==> config.mk <==
export PLATFORM = sky130hd
export DESIGN_NAME = switch_packet_path_queueing
export DESIGN_NICKNAME = d
export VERILOG_FILES = /design/src/pkt_path_pkg.sv /design/src/egress_skid_buffer.sv /design/src/switch_packet_path_queueing.sv
export SDC_FILE = /design/constraint.sdc
export NUM_CORES = 1
export LEC_CHECK = 0
export BUFFER_PORTS_ARGS = -buffer_cell sky130_fd_sc_hd__buf_4
export CORE_MARGIN = 4
export CORE_UTILIZATION = 55
export CTS_CLUSTER_DIAMETER = 40
export DETAILED_ROUTE_END_ITERATION = 10
export GPL_ROUTABILITY_DRIVEN = 0
export GPL_TIMING_DRIVEN = 0
export PLACE_DENSITY = 0.76
export SETUP_SLACK_MARGIN = 0.5
export SLEW_MARGIN = 20
export SYNTH_ARGS = -nofsm -noshare
export SYNTH_HDL_FRONTEND = slang
export SYNTH_SLANG_ARGS = --single-unit
==> constraint.sdc <==
create_clock -name i_clock -period 4.8 [get_ports i_clock]
set_input_delay 0.96 -clock i_clock [delete_from_list [all_inputs] [get_ports i_clock]]
set_output_delay 0.96 -clock i_clock [all_outputs]
set_load 0.005 [all_outputs]
==> src/pkt_path_pkg.sv <==
// Shared constants, descriptor and egress word types of the switch packet path
package pkt_path_pkg;

    // ==========================================================
    // Shared packet buffer size
    localparam int          BUF_MB        = 6;
    localparam int          BUF_BYTES     = BUF_MB * 1024 * 1024;
    localparam int          USED_W        = 23;
    localparam logic [22:0] BUF_BYTES_W   = 23'(BUF_BYTES);

    // ==========================================================
    // Geometry of ports and packets
    localparam int          PORTS         = 8;
    localparam int          LEN_W         = 14;

    // ==========================================================
    // Values after reset and egress buffer depth
    localparam logic [22:0] RST_USED      = 23'h000000;
    localparam logic [7:0]  RST_MASK      = 8'h00;
    localparam logic [1:0]  RST_COUNT     = 2'h0;
    localparam logic [1:0]  BUF_ENTRIES   = 2'h2;

    // Header fields handed to the ingress lookup; the body stays in the buffer
    typedef struct packed {
        logic [3:0]  dst_asic;
        logic [2:0]  dst_port;
        logic        mcast;
        logic [7:0]  oif;
        logic        remote_rcv;
        logic        wireless_dst;
        logic        from_ap;
        logic [13:0] len;
    } hdr_t;

    // Fixed descriptor shared by every scheduler and controller
    typedef struct packed {
        logic [3:0]  dst_asic;
        logic [2:0]  dst_port;
        logic        mcast;
        logic [7:0]  oif;
        logic        remote_rcv;
        logic        encap_req;
        logic        decap_req;
        logic        recirc;
        logic [13:0] len;
    } desc_t;

    // Rewrite instruction kinds
    typedef enum logic [1:0] {
        OP_FWD,
        OP_ENCAP,
        OP_DECAP
    } rw_op_t;

    // Word staged in the egress buffer
    typedef struct packed {
        logic [2:0]  port;
        rw_op_t      op;
        logic        to_recirc;
        desc_t       desc;
    } egr_t;

endpackage

==> src/egress_skid_buffer.sv <==
// Two-entry egress staging buffer with valid and ready on both sides
`timescale 1ns/1ps
`default_nettype none
module egress_skid_buffer
    import pkt_path_pkg::*;
#(
    parameter int W = 8
) (
    input  wire logic         i_clock,
    input  wire logic         i_rst_b,
    input  wire logic [W-1:0] i_data,
    input  wire logic         i_valid,
    output logic              o_ready,
    output logic [W-1:0]      o_data,
    input  wire logic         i_ready,
    output logic              o_valid
);

    logic [1:0]   count;
    logic [1:0]   next_count;
    logic [W-1:0] slot0;
    logic [W-1:0] slot1;
    wire          push = i_valid && o_ready;
    wire          pop  = o_valid && i_ready;

    // Full only at two words, so the filling side stalls honestly
    assign o_ready    = (count != BUF_ENTRIES);
    assign o_valid    = (count != RST_COUNT);
    assign o_data     = slot0;
    assign next_count = 2'(count + {1'b0, push} - {1'b0, pop});

    // Head word always sits in slot0 so read data leave a register
    always_ff @(posedge i_clock or negedge i_rst_b) begin
        if (!i_rst_b) begin
            count <= RST_COUNT;
            slot0 <= '0;
            slot1 <= '0;
        end else begin
            count <= next_count;
            if (pop) begin
                slot0 <= (count == BUF_ENTRIES) ? slot1 : i_data;
            end else if (push && count == RST_COUNT) begin
                slot0 <= i_data;
            end
            if (push && count == 2'h1 && !pop) begin
                slot1 <= i_data;
            end
        end
    end

endmodule
`default_nettype wire

==> src/switch_packet_path_queueing.sv <==
// Packet path of one switching ASIC: lookup, queueing, replication, rewrite, recirculation
// ==========================================================
// Summary of operation
// - Arriving header goes to ingress lookup; packet body is held in the buffer.
// - Ingress lookup turns header fields into a control descriptor for the buffer.
// - Buffer attaches the descriptor to the stored packet before queueing.
// - Local egress: enqueue to stack scheduler, which passes on to egress scheduler.
// - Egress scheduler dequeues; buffer delivers packet to egress controller and rewrite.
// - Egress controller produces the final rewrite instruction for the packet.
// - Rewritten packet goes to the egress FIFO toward the front-panel port.
// - Remote egress: enqueue to ingress scheduler and wait for its dequeue.
// - On that dequeue, the packet with descriptor leaves on the stack.
// - Stack arrivals enter the buffer and queue via stack then egress scheduler.
// - Local multicast copies follow the packet's outgoing interface list.
// - Multicast is dequeued one copy at a time, each egressing separately.
// - After each copy leaves, the next is scheduled until the list is empty.
// - Remote multicast sends exactly one copy over the stack.
// - Wireless destination sets the encapsulation request in the descriptor unless the packet came from an access point.
// - Encapsulated packets leave the egress FIFO toward recirculation, not a port.
// - Recirculated packets get a new lookup, then final rewrite and port egress.
// - Access point traffic is decapsulated and converted before wired switching.
// - Wired traffic toward wireless clients is converted and encapsulated inside.
// - Recirculation feeds packets back into the ingress pipeline.
// - One shared 6MB buffer accounts for all packet storage.
`timescale 1ns/1ps
`default_nettype none
module switch_packet_path_queueing
    import pkt_path_pkg::*;
(
    input  wire logic       i_clock,
    input  wire logic       i_rst_b,
    input  wire logic [3:0] i_local_asic,
    input  wire hdr_t       i_net_hdr,
    input  wire logic       i_net_valid,
    output logic            o_net_ready,
    input  wire desc_t      i_stk_rx_desc,
    input  wire logic       i_stk_rx_valid,
    output logic            o_stk_rx_ready,
    output desc_t           o_stk_tx_desc,
    output logic            o_stk_tx_valid,
    input  wire logic       i_stk_tx_ready,
    output egr_t            o_port_word,
    output logic            o_port_valid,
    input  wire logic       i_port_ready,
    output logic            o_drop,
    output logic [22:0]     o_buf_used
);

    typedef enum logic [3:0] {
        S_IDLE,
        S_LOOKUP,
        S_ATTACH,
        S_IQS,
        S_SQS,
        S_EQS,
        S_EFC,
        S_REWRITE,
        S_RELEASE
    } state_t;

    state_t      state;
    state_t      next_state;
    hdr_t        hdr;
    desc_t       desc;
    desc_t       recirc_desc;
    logic        recirc_valid;
    logic        from_rc;
    logic        stack_in;
    logic        pick_stack;
    logic [7:0]  copy_mask;
    logic [7:0]  copy_pick;
    logic [8:0]  copy_seen;
    logic [2:0]  copy_port;
    egr_t        egr_word;
    egr_t        buf_head;
    logic        buf_in_ready;
    logic        buf_out_valid;

    // ==========================================================
    // Source selection and handshakes
    wire net_take  = i_net_valid && o_net_ready;
    wire stk_take  = i_stk_rx_valid && o_stk_rx_ready;
    wire rc_take   = (state == S_IDLE) && recirc_valid && !net_take && !stk_take;
    wire [22:0] room = BUF_BYTES_W - o_buf_used;
    wire too_big   = net_take && ({9'h000, i_net_hdr.len} > room);
    wire tx_done   = o_stk_tx_valid && i_stk_tx_ready;
    wire push      = (state == S_REWRITE) && buf_in_ready;
    wire more_copy = desc.mcast && |(copy_mask & ~copy_pick);

    // ==========================================================
    // Ingress lookup: first pass from header, second pass from recirculation
    desc_t first_desc;
    desc_t rc_pass_desc;
    desc_t lookup_desc;
    assign first_desc = '{dst_asic: hdr.dst_asic, dst_port: hdr.dst_port,
                          mcast: hdr.mcast, oif: hdr.oif, remote_rcv: hdr.remote_rcv,
                          encap_req: hdr.wireless_dst && !hdr.from_ap,
                          decap_req: hdr.from_ap,
                          recirc: 1'b0, len: hdr.len};
    // Outer header lookup only; rewrite requests were spent on the first pass
    assign rc_pass_desc = '{dst_asic: desc.dst_asic, dst_port: desc.dst_port,
                            mcast: desc.mcast, oif: desc.oif, remote_rcv: desc.remote_rcv,
                            encap_req: 1'b0, decap_req: 1'b0,
                            recirc: 1'b1, len: desc.len};
    assign lookup_desc = from_rc ? rc_pass_desc : first_desc;

    // Stack arrivals never bounce back out; rewrite passes stay local
    wire is_remote = desc.mcast ? desc.remote_rcv : (desc.dst_asic != i_local_asic);
    wire to_iqs    = !stack_in && !desc.encap_req && !desc.decap_req && is_remote;

    // ==========================================================
    // Lowest pending multicast copy, one bit per port
    assign copy_seen[0] = 1'b0;
    genvar gi;
    generate
        for (gi = 0; gi < PORTS; gi++) begin : g_copy
            assign copy_pick[gi]   = copy_mask[gi] && !copy_seen[gi];
            assign copy_seen[gi+1] = copy_seen[gi] || copy_mask[gi];
        end
    endgenerate

    // Encode the chosen copy into a port number
    always_comb begin
        copy_port = 3'h0;
        for (int k = 0; k < PORTS; k++) begin
            if (copy_pick[k]) begin
                copy_port = 3'(k);
            end
        end
    end

    // ==========================================================
    // Egress controller instruction
    wire rw_op_t efc_op = desc.encap_req ? OP_ENCAP : (desc.decap_req ? OP_DECAP : OP_FWD);
    wire [2:0]   efc_port = desc.mcast ? copy_port : desc.dst_port;

    // ==========================================================
    // Main sequencer
    always_comb begin
        next_state = state;
        case (state)
            S_IDLE: begin
                if (net_take && !too_big) begin
                    next_state = S_LOOKUP;
                end else if (stk_take) begin
                    next_state = S_ATTACH;
                end else if (rc_take) begin
                    next_state = S_LOOKUP;
                end
            end
            S_LOOKUP: next_state = S_ATTACH;
            S_ATTACH: next_state = to_iqs ? S_IQS : S_SQS;
            S_IQS: begin
                if (tx_done) begin
                    next_state = (desc.mcast && |copy_mask) ? S_SQS : S_RELEASE;
                end
            end
            S_SQS: next_state = S_EQS;
            S_EQS: begin
                if (desc.mcast && !(|copy_mask)) begin
                    next_state = S_RELEASE;
                end else if (buf_in_ready) begin
                    next_state = S_EFC;
                end
            end
            S_EFC: next_state = S_REWRITE;
            S_REWRITE: begin
                if (push) begin
                    next_state = more_copy ? S_EQS : S_RELEASE;
                end
            end
            S_RELEASE: next_state = S_IDLE;
            default: next_state = S_IDLE;
        endcase
    end

    // State and source arbitration; ready only offered while idle
    always_ff @(posedge i_clock or negedge i_rst_b) begin
        if (!i_rst_b) begin
            state          <= S_IDLE;
            pick_stack     <= 1'b0;
            o_net_ready    <= 1'b0;
            o_stk_rx_ready <= 1'b0;
            o_drop         <= 1'b0;
        end else begin
            state          <= next_state;
            pick_stack     <= !pick_stack;
            o_net_ready    <= (next_state == S_IDLE) && pick_stack;
            o_stk_rx_ready <= (next_state == S_IDLE) && !pick_stack;
            o_drop         <= too_big;
        end
    end

    // Descriptor capture and attach
    always_ff @(posedge i_clock or negedge i_rst_b) begin
        if (!i_rst_b) begin
            hdr      <= '0;
            desc     <= '0;
            from_rc  <= 1'b0;
            stack_in <= 1'b0;
        end else if (state == S_IDLE) begin
            if (net_take) begin
                hdr      <= i_net_hdr;
                from_rc  <= 1'b0;
                stack_in <= 1'b0;
            end else if (stk_take) begin
                desc     <= i_stk_rx_desc;
                stack_in <= 1'b1;
            end else if (rc_take) begin
                desc     <= recirc_desc;
                from_rc  <= 1'b1;
                stack_in <= 1'b0;
            end
        end else if (state == S_LOOKUP) begin
            desc <= lookup_desc;
        end
    end

    // Shared buffer occupancy; multicast bytes held until the last copy
    always_ff @(posedge i_clock or negedge i_rst_b) begin
        if (!i_rst_b) begin
            o_buf_used <= RST_USED;
        end else if (state == S_ATTACH) begin
            o_buf_used <= o_buf_used + {9'h000, desc.len};
        end else if (state == S_RELEASE) begin
            o_buf_used <= o_buf_used - {9'h000, desc.len};
        end
    end

    // Copy list of the active queue manager
    always_ff @(posedge i_clock or negedge i_rst_b) begin
        if (!i_rst_b) begin
            copy_mask <= RST_MASK;
        end else if (state == S_ATTACH) begin
            copy_mask <= desc.mcast ? desc.oif : RST_MASK;
        end else if (push && desc.mcast) begin
            copy_mask <= copy_mask & ~copy_pick;
        end
    end

    // Stack transmit: one copy per packet, held until the scheduler dequeues it
    always_ff @(posedge i_clock or negedge i_rst_b) begin
        if (!i_rst_b) begin
            o_stk_tx_valid <= 1'b0;
            o_stk_tx_desc  <= '0;
        end else if (state == S_ATTACH && to_iqs) begin
            o_stk_tx_valid <= 1'b1;
            o_stk_tx_desc  <= desc;
        end else if (tx_done) begin
            o_stk_tx_valid <= 1'b0;
        end
    end

    // Rewrite instruction latched from the egress controller
    always_ff @(posedge i_clock or negedge i_rst_b) begin
        if (!i_rst_b) begin
            egr_word <= '0;
        end else if (state == S_EFC) begin
            egr_word <= '{port: efc_port, op: efc_op,
                          to_recirc: desc.encap_req || desc.decap_req, desc: desc};
        end
    end

    // ==========================================================
    // Egress FIFO; a stalled port or busy recirculation stalls the sequencer
    wire head_rc  = buf_head.to_recirc;
    wire port_rdy = !o_port_valid || i_port_ready;
    wire drain    = head_rc ? !recirc_valid : port_rdy;

    egress_skid_buffer #(
        .W($bits(egr_t))
    ) u_egress_fifo (
        .i_clock (i_clock),
        .i_rst_b (i_rst_b),
        .i_data  (egr_word),
        .i_valid (state == S_REWRITE),
        .o_ready (buf_in_ready),
        .o_data  (buf_head),
        .i_ready (drain),
        .o_valid (buf_out_valid)
    );

    // Port stage and recirculation hold register
    always_ff @(posedge i_clock or negedge i_rst_b) begin
        if (!i_rst_b) begin
            o_port_valid <= 1'b0;
            o_port_word  <= '0;
            recirc_valid <= 1'b0;
            recirc_desc  <= '0;
        end else begin
            if (buf_out_valid && !head_rc && port_rdy) begin
                o_port_valid <= 1'b1;
                o_port_word  <= buf_head;
            end else if (i_port_ready) begin
                o_port_valid <= 1'b0;
            end
            if (buf_out_valid && head_rc && !recirc_valid) begin
                recirc_valid <= 1'b1;
                recirc_desc  <= buf_head.desc;
            end else if (rc_take) begin
                recirc_valid <= 1'b0;
            end
        end
    end
endmodule
`default_nettype wire

==> flow_summary.ini, run 1 <==
[synthesis]
synth_cell_types = 62
ys.warnings.count = 0
synth_xor_area_share_pct = 2.60
async_flop_share_pct = 100
synth_seq_cells = 337
syn_inst = 1540
synth_edf_count = 0
yosys.area_share.simple_pct = 15.5
synth_flop_cell = dfrtp_1
yosys.area_share.adder_pct = 3.36
synth_compound_area_share_pct = 11.0
synth_mux_area_share_pct = 11.7
synth_top_family_by_area = simple AND/OR/NAND/NOR gates
syn_area_per_cell_um2 = 10.3
ys_seq_area_share_pct = 53.3
synthesis.area_mm2 = 0.0158
synth_nets = 1658

[timing]
period_share_pct = 85.3
drv_slew = 0
tightest_slew_ns = 0.956
hold_slack_ns = 0.361
period_needed_ns = 4.09
skew_ns = 0.0266
fmax_mhz = 244
setup_tns_ns = 0
slew_headroom_pct = 35.8
rsz0062_at_grt = yes
finalHoldViolations = 0
worst_slack_ns = 0.707
final-setup-viol-count = 0

[critical_path]
cp-start-kind = flop
worst_path_most_repeated_cell = nor2_1
path_buf_inv = 2
slowest_stage = a221oi_2
cp_max_fo = 10
cpLargestDelayFamily = compound AO/OA/AOI/OAI gates
critPathRequiredTime_ns = 5.25
crit_arrival_ns = 4.55
cp_cell_sequence = clkbuf_2 > nor2_1 > and2_1 > buf_2 > nor2_1 > xor2_1 > ha_1 > a211oi_1 > o211ai_1 > a221oi_2 > o21ai_1 > a31oi_1 > o31a_1 > mux2i_1 > xnor2_1
path_class = reg2reg
end_kind = flop
slowest_delay_ns = 0.38

[place]
port_buffers = 178
dpl_cell_area_mm2 = 0.0177
dp_slack_ns = 0.173
hpwl_um = 32400

[route]
vias_per_cell = 5.86
dr.first_iter.drc_count = 1087
detail-route-antenna-nets = 0
num_vias = 12772
drt_wl_total_um = 44300
maxUsedRoutingLayer = met4
wl_per_cell_um = 20.3
drtPass1Iterations = 6
wl_met2_um = 20900
drc_errors = 0
drt-met1-wl_um = 18000
wl_met3_um = 3370

[layout]
mostFrequentLayoutCell = nand2_1
mostFrequentLayoutCells = 342 x nand2_1, 335 x dfrtp_1, 178 x buf_4
drive_above_1_share_pct = 24.8
syn_to_final_growth_pct = 22.6
finalInstanceArea_mm2 = 0.0194
diodes = 0
nets = 1885
utilization_pct = 69.0

[die]
die_y_um = 178
core-area_mm2 = 0.0281
start_util_pct = 56.3
rows = 61
die_w_um = 178
die_area_mm2 = 0.0315
io_pins = 179

[grt]
antenna_found_initial = 0
grtUsageTotal_pct = 28.1
grt_pass1_vias = 12717
grt_overflow_total = 0
grt_max_degree = 96
grt_pass1_wl_um = 69200

[min_path]
hold_class = in2async

[outcome]
status = finished clean

[pwr]
p_leak_nw = 9.26
peakVddDrop_mv = 0.344
power_density_mw_per_mm2 = 790

[clock_tree]
clock_latency_ns = 0.55
cts_buffers = 44
clock_sink_count = 337
clk_pin_slew_worst_paths_ns = 0.05
cts_buffer_depth = 3
root_buffer = clkbuf_16
postCtsSetupRepairBufs = 0
postCtsHoldBufs = 0
cts_max_level = 2
cts_tree = done

[job]
maxCapViolCount = 0
[worst paths after layout]
| kind | slack, ns | endpoint | cells past startpoint | startpoint |
|---|---|---|---|---|
| max in group asynchronous | 3.22 | desc[15] | 3 | i_rst_b |
| hold reg to reg | 0.43 | pick_stack | 1 | pick_stack |
| min in group i_clock | 0.43 | pick_stack | 1 | pick_stack |
| setup reg to reg | 0.71 | o_buf_used[22] | 15 | state[2] |
| setup / recovery | 0.71 | o_buf_used[22] | 15 | state[2] |
| hold / removal | 0.36 | o_buf_used[4] | 1 | i_rst_b |
[registers in the layout, indices dropped and copies added, names as in the netlist]
register,cells
state,4
u_egress_fifo.count,2
o_drop,1
egr_word,39
from_rc,1
o_stk_tx_valid,1
recirc_desc,34
o_port_valid,1
o_buf_used,23
o_stk_tx_desc,34
first_desc,32
recirc_valid,1
o_stk_rx_ready,1
u_egress_fifo.o_data,39
pick_stack,1
u_egress_fifo.slot1,39
o_port_word,39
hdr,1
copy_mask,8
desc,34
o_net_ready,1
stack_in,1
[stage by stage]
stage          std cells  power (mW)
5_1_grt             2178        16.3
4_1_cts             2178        15.2
6_report            2178        15.3
3_3_place_gp        2096        11.2
3_5_place_dp        2099        11.5
2_1_floorplan       1540        9.16
[logic make-up after synthesis]
| logic type | after synthesis |
|---|---|
| AOI/OAI and AO/OA | 282 |
| buffers and inverters | 104 |
| muxes | 164 |
| xor gates and xnor gates | 47 |
| DFF | 337 |
| and+or+nand+nor | 564 |
| adders and majority gates | 42 |
[Yosys cell counts, types with 3 or more instances]
master      n  area share, %
a211oi_1    4           0.19
a21boi_0    3           0.14
a21o_1     14           0.66
a21oi_1    66            2.1
a22oi_1    40            1.9
a31oi_1     8           0.32
a32o_1      4           0.25
and2_1      5           0.20
buf_1       9           0.21
clkbuf_1   70            1.7
dfrtp_1   337             53
ha_1       40            3.2
inv_1      23           0.55
mux2_2    163             12
nand2_1   343            8.1
nand2b_1    7           0.28
nand3_1    59            1.9
nand4_1     6           0.24
nor2_1     68            1.6
nor2b_1    13           0.51
nor3_1     23           0.73
nor3b_1     5           0.24
nor4_1      6           0.24
o211ai_1    6           0.28
o21a_1      4           0.19
o21ai_0   100            3.2
o31ai_1     5           0.24
o41ai_1     6           0.33
or2_2       7           0.28
or3_1       4           0.16
or4_1       7           0.33
xnor2_1    22            1.2
xor2_1     25            1.4
[area by class of cell]
class,count,area (um2)
inverters,23,86.3
flip-flops and latches,337,8440
clock buffers,56,1250
multi-input cells,1099,7010
plain buffers,81,322
clock inverters,23,384
well taps,378,473
repair buffers,181,1430
fillers,2147,8700
[per-layer routing]
layer	up-vias	GRT usage, %
met5	-	0
met4	0	12.4
met3	130	5.67
met2	526	45.1
met1	6283	37.4
li1	5833	-
[what timing repair did]
action / CTS / global route
setup endpoints to repair: 11 / 12
resized for setup: 8 / 12
pin swaps: 1 / 1
cloned: 0 / 0
[power by group]
group          switching [mW]  internal, mW  total [mW]
combinational            3.63          2.85        6.47
clock                    1.27          2.34        3.61
sequential               1.16          4.07        5.24
total                    6.06          9.26        15.3
Power figures use the tool's default switching activity.
==> run 2, diff against run 1 <==
--- a/config.mk
+++ b/config.mk
@@ -5,14 +5,15 @@
 export SDC_FILE = /design/constraint.sdc
 export NUM_CORES = 1
 export LEC_CHECK = 0
+export ABC_AREA = 1
 export BUFFER_PORTS_ARGS = -buffer_cell sky130_fd_sc_hd__buf_4
+export CAP_MARGIN = 10
 export CORE_MARGIN = 4
-export CORE_UTILIZATION = 55
+export CORE_UTILIZATION = 38
 export CTS_CLUSTER_DIAMETER = 40
 export DETAILED_ROUTE_END_ITERATION = 10
 export GPL_ROUTABILITY_DRIVEN = 0
 export GPL_TIMING_DRIVEN = 0
-export PLACE_DENSITY = 0.76
 export SETUP_SLACK_MARGIN = 0.5
 export SLEW_MARGIN = 20
 export SYNTH_ARGS = -nofsm -noshare
==> run 2 against run 1 <==
Synthesized cell count is 26% higher. Die area rose by 46%. Non-clock buffer count is 13 higher. Sequential share of layout area decreased by 1.3 points. Count of clock-buffer cells in the layout is 5 higher. Largest cell class unchanged. Highest routed layer unchanged. Core utilization is 22 points lower. Via count rose by 12%.
==> flow_summary.ini, run 2 <==
[outcome]
status = finished clean

[pwr]
clkPwrFrac_pct = 22.7
p_leak_nw = 9.82
combPwrFrac_pct = 48.6
power_density_mw_per_mm2 = 821
switching_share_pct = 43.8
peakVddDrop_mv = 0.432
p_int_mw = 9.21
switchingPower_mw = 7.18
power_frac_seq_pct = 28.8

[grt]
grt_max_degree = 97
grt_overflow_total = 0
grt_pass1_vias = 14213
grtUsageTotal_pct = 22.0
antenna_found_initial = 1
grt_pass1_wl_um = 80600

[die]
io_pins = 179
core-area_mm2 = 0.0420
die_y_um = 214
die_area_mm2 = 0.0459
start_util_pct = 38.4
rows = 75
die_w_um = 214

[route]
dr.first_iter.drc_count = 1328
drc_errors = 0
wl_per_cell_um = 18.9
num_vias = 14352
drtPass1Iterations = 6
drt_wl_total_um = 51800
detail-route-antenna-nets = 0
vias_per_cell = 5.24

[timing]
finalHoldViolations = 0
tightest_slew_ns = 0.728
period_share_pct = 81.7
final-setup-viol-count = 0
period_needed_ns = 3.92
drv_slew = 0
slew_headroom_pct = 51.3
skew_ns = 0.0183
fmax_mhz = 255
hold_slack_ns = 0.347
rsz0062_at_grt = no
setup_tns_ns = 0

[place]
hpwl_um = 39700
dp_cells = 2653
dpl_cell_area_mm2 = 0.0183
port_buffers = 178

[synthesis]
syn_inst = 1933
synth_flop_cell = dfrtp_1
yosys.area_share.simple_pct = 19.9
synthTopCellsByArea = dfrtp_1 52%, nand2_1 11%, o21ai_0 9.3%
synth_compound_area_share_pct = 15.4
synth_mux_area_share_pct = 0
synthMostInstantiatedCell = nand2_1
synth_cell_types = 48
synth_top_family_by_area = simple AND/OR/NAND/NOR gates
synthTopCellsByCount = 472 x nand2_1, 337 x dfrtp_1, 299 x o21ai_0
synth_edf_count = 0
yosys.area_share.adder_pct = 3.22
ys_seq_area_share_pct = 52.2
ys.warnings.count = 0
syn_area_per_cell_um2 = 8.36
synthesis.area_mm2 = 0.0162
synth_nets = 2051
synth_seq_cells = 337
yosysTopAreaCell = dfrtp_1
async_flop_share_pct = 100
yosys.area.top_type_share_pct = 52.2
synth_xor_area_share_pct = 2.38

[clock_tree]
cts_buffers = 47
cts_buffer_depth = 3
clock_latency_ns = 0.56
postCtsHoldBufs = 0
postCtsSetupRepairBufs = 0
clock_sink_count = 337
cts_max_level = 2
root_buffer = clkbuf_16
clk_pin_slew_worst_paths_ns = 0.05
cts_tree = done

[critical_path]
critPathRequiredTime_ns = 5.20
path_class = reg2reg
r2r_start = state[1]
end_kind = flop
reg2reg_slack_ns = 0.88
r2r-end = o_buf_used[21]
crit_arrival_ns = 4.33
cp_max_fo = 10
reg2regPathDepth = 20
cp-start-kind = flop

[layout]
fin_cells = 2740
nets = 2281
syn_to_final_growth_pct = 23.6
diodes = 0
mostFrequentLayoutCells = 471 x nand2_1, 337 x dfrtp_1, 299 x o21ai_0
utilization_pct = 47.5
mostFrequentLayoutCell = nand2_1
drive_above_1_share_pct = 14.4
finalInstanceArea_mm2 = 0.0200

[job]
maxCapViolCount = 0

[min_path]
hold_class = in2async
## run 2: cell types whose count changed in the layout (fill, tap and decap cells not counted), moves of 13 or more
cell | previous run | this run
buf_2 | 1 | 19
o21ai_1 | 2 | 32
inv_1 | 23 | 180
mux2_2 | 163 | 0
nand2_1 | 342 | 471
o221ai_1 | 2 | 24
nor3_1 | 23 | 10
nand3_1 | 59 | 113
nor2b_1 | 13 | 0
a22oi_1 | 40 | 1
a21oi_1 | 66 | 52
nor2_1 | 66 | 134
o21ai_0 | 99 | 299
## run 2: power by group through the flow
stage | Clock [mW] | Sequential, mW | Combinational, mW
floorplan | 0 | 4.46 | 5.31
detailed placement | 0 | 4.73 | 7.79
finish | 3.71 | 4.71 | 7.97
global placement | 0 | 4.71 | 7.65
global route | 3.88 | 4.82 | 8.90
CTS | 3.77 | 4.70 | 7.89
## run 2: layout make-up
cell class | instances | area (um2)
repair buffers | 181 | 1430
clock buffers | 61 | 1320
plain buffers | 94 | 399
multi-input cells | 1313 | 6630
well taps | 539 | 674
inverters | 189 | 709
flip-flops and latches | 337 | 8430
clock inverters | 26 | 379
fillers | 4118 | 22100
## run 2: repair_timing
action	4_1_cts	5_1_grt
endpoints found under the setup margin	0	2
gates resized for setup	0	2
hold endpoints to repair	0	0
## run 2: through the flow
step | worst slack (ns) | total power [mW]
after floorplan | 1.72 | 9.77
after global placement | -0.431 | 12.4
after detailed placement | 0.778 | 12.5
after CTS | 0.762 | 16.4
after global routing | 0.589 | 17.6
final | 0.876 | 16.4
## run 2: how the worst max path moves through the flow
stage / startpoint / end / slack, ns / cells after the start
floorplan: state[1] / o_buf_used[18] / 1.72 / 22
global placement: i_rst_b / o_port_word[12] / -0.43 / 1
detailed placement: state[1] / o_buf_used[17] / 0.78 / 20
CTS: state[1] / o_buf_used[17] / 0.76 / 20
global route: state[3] / o_buf_used[15] / 0.59 / 19
finish: state[1] / o_buf_used[21] / 0.88 / 20
## run 2: critical path: stages, from the launching register on
cell	delay [ns]
dfrtp_1	0.43
inv_2	0.10
nor2_1	0.21
nand2_2	0.22
inv_2	0.20
buf_2	0.27
buf_2	0.30
a31oi_1	0.09
xor2_1	0.27
ha_1	0.35
nand2_1	0.14
inv_1	0.07
a21oi_1	0.18
nand2_1	0.07
nand2_1	0.05
nand3_1	0.15
nand3_1	0.11
nand2_1	0.08
or2_2	0.28
nand3_1	0.08
o21ai_0	0.12
## run 2: cells by family (layout without fill, tap and decap cells)
logic type | count (synthesis) | after routing
buf+inv | 283 | 551
flops | 337 | 337
xor+xnor | 44 | 44
compound gates | 456 | 456
simple gates | 772 | 772
fa+ha+maj | 41 | 41
## run 2: layer usage
metal	global-route usage, %	part of all wire (%)	up-vias
li1	-	-	6843
met1	30.3	44	6901
met2	34.6	45	512
met3	4.86	7.2	96
met4	7.48	3.3	0
met5	0	0	-
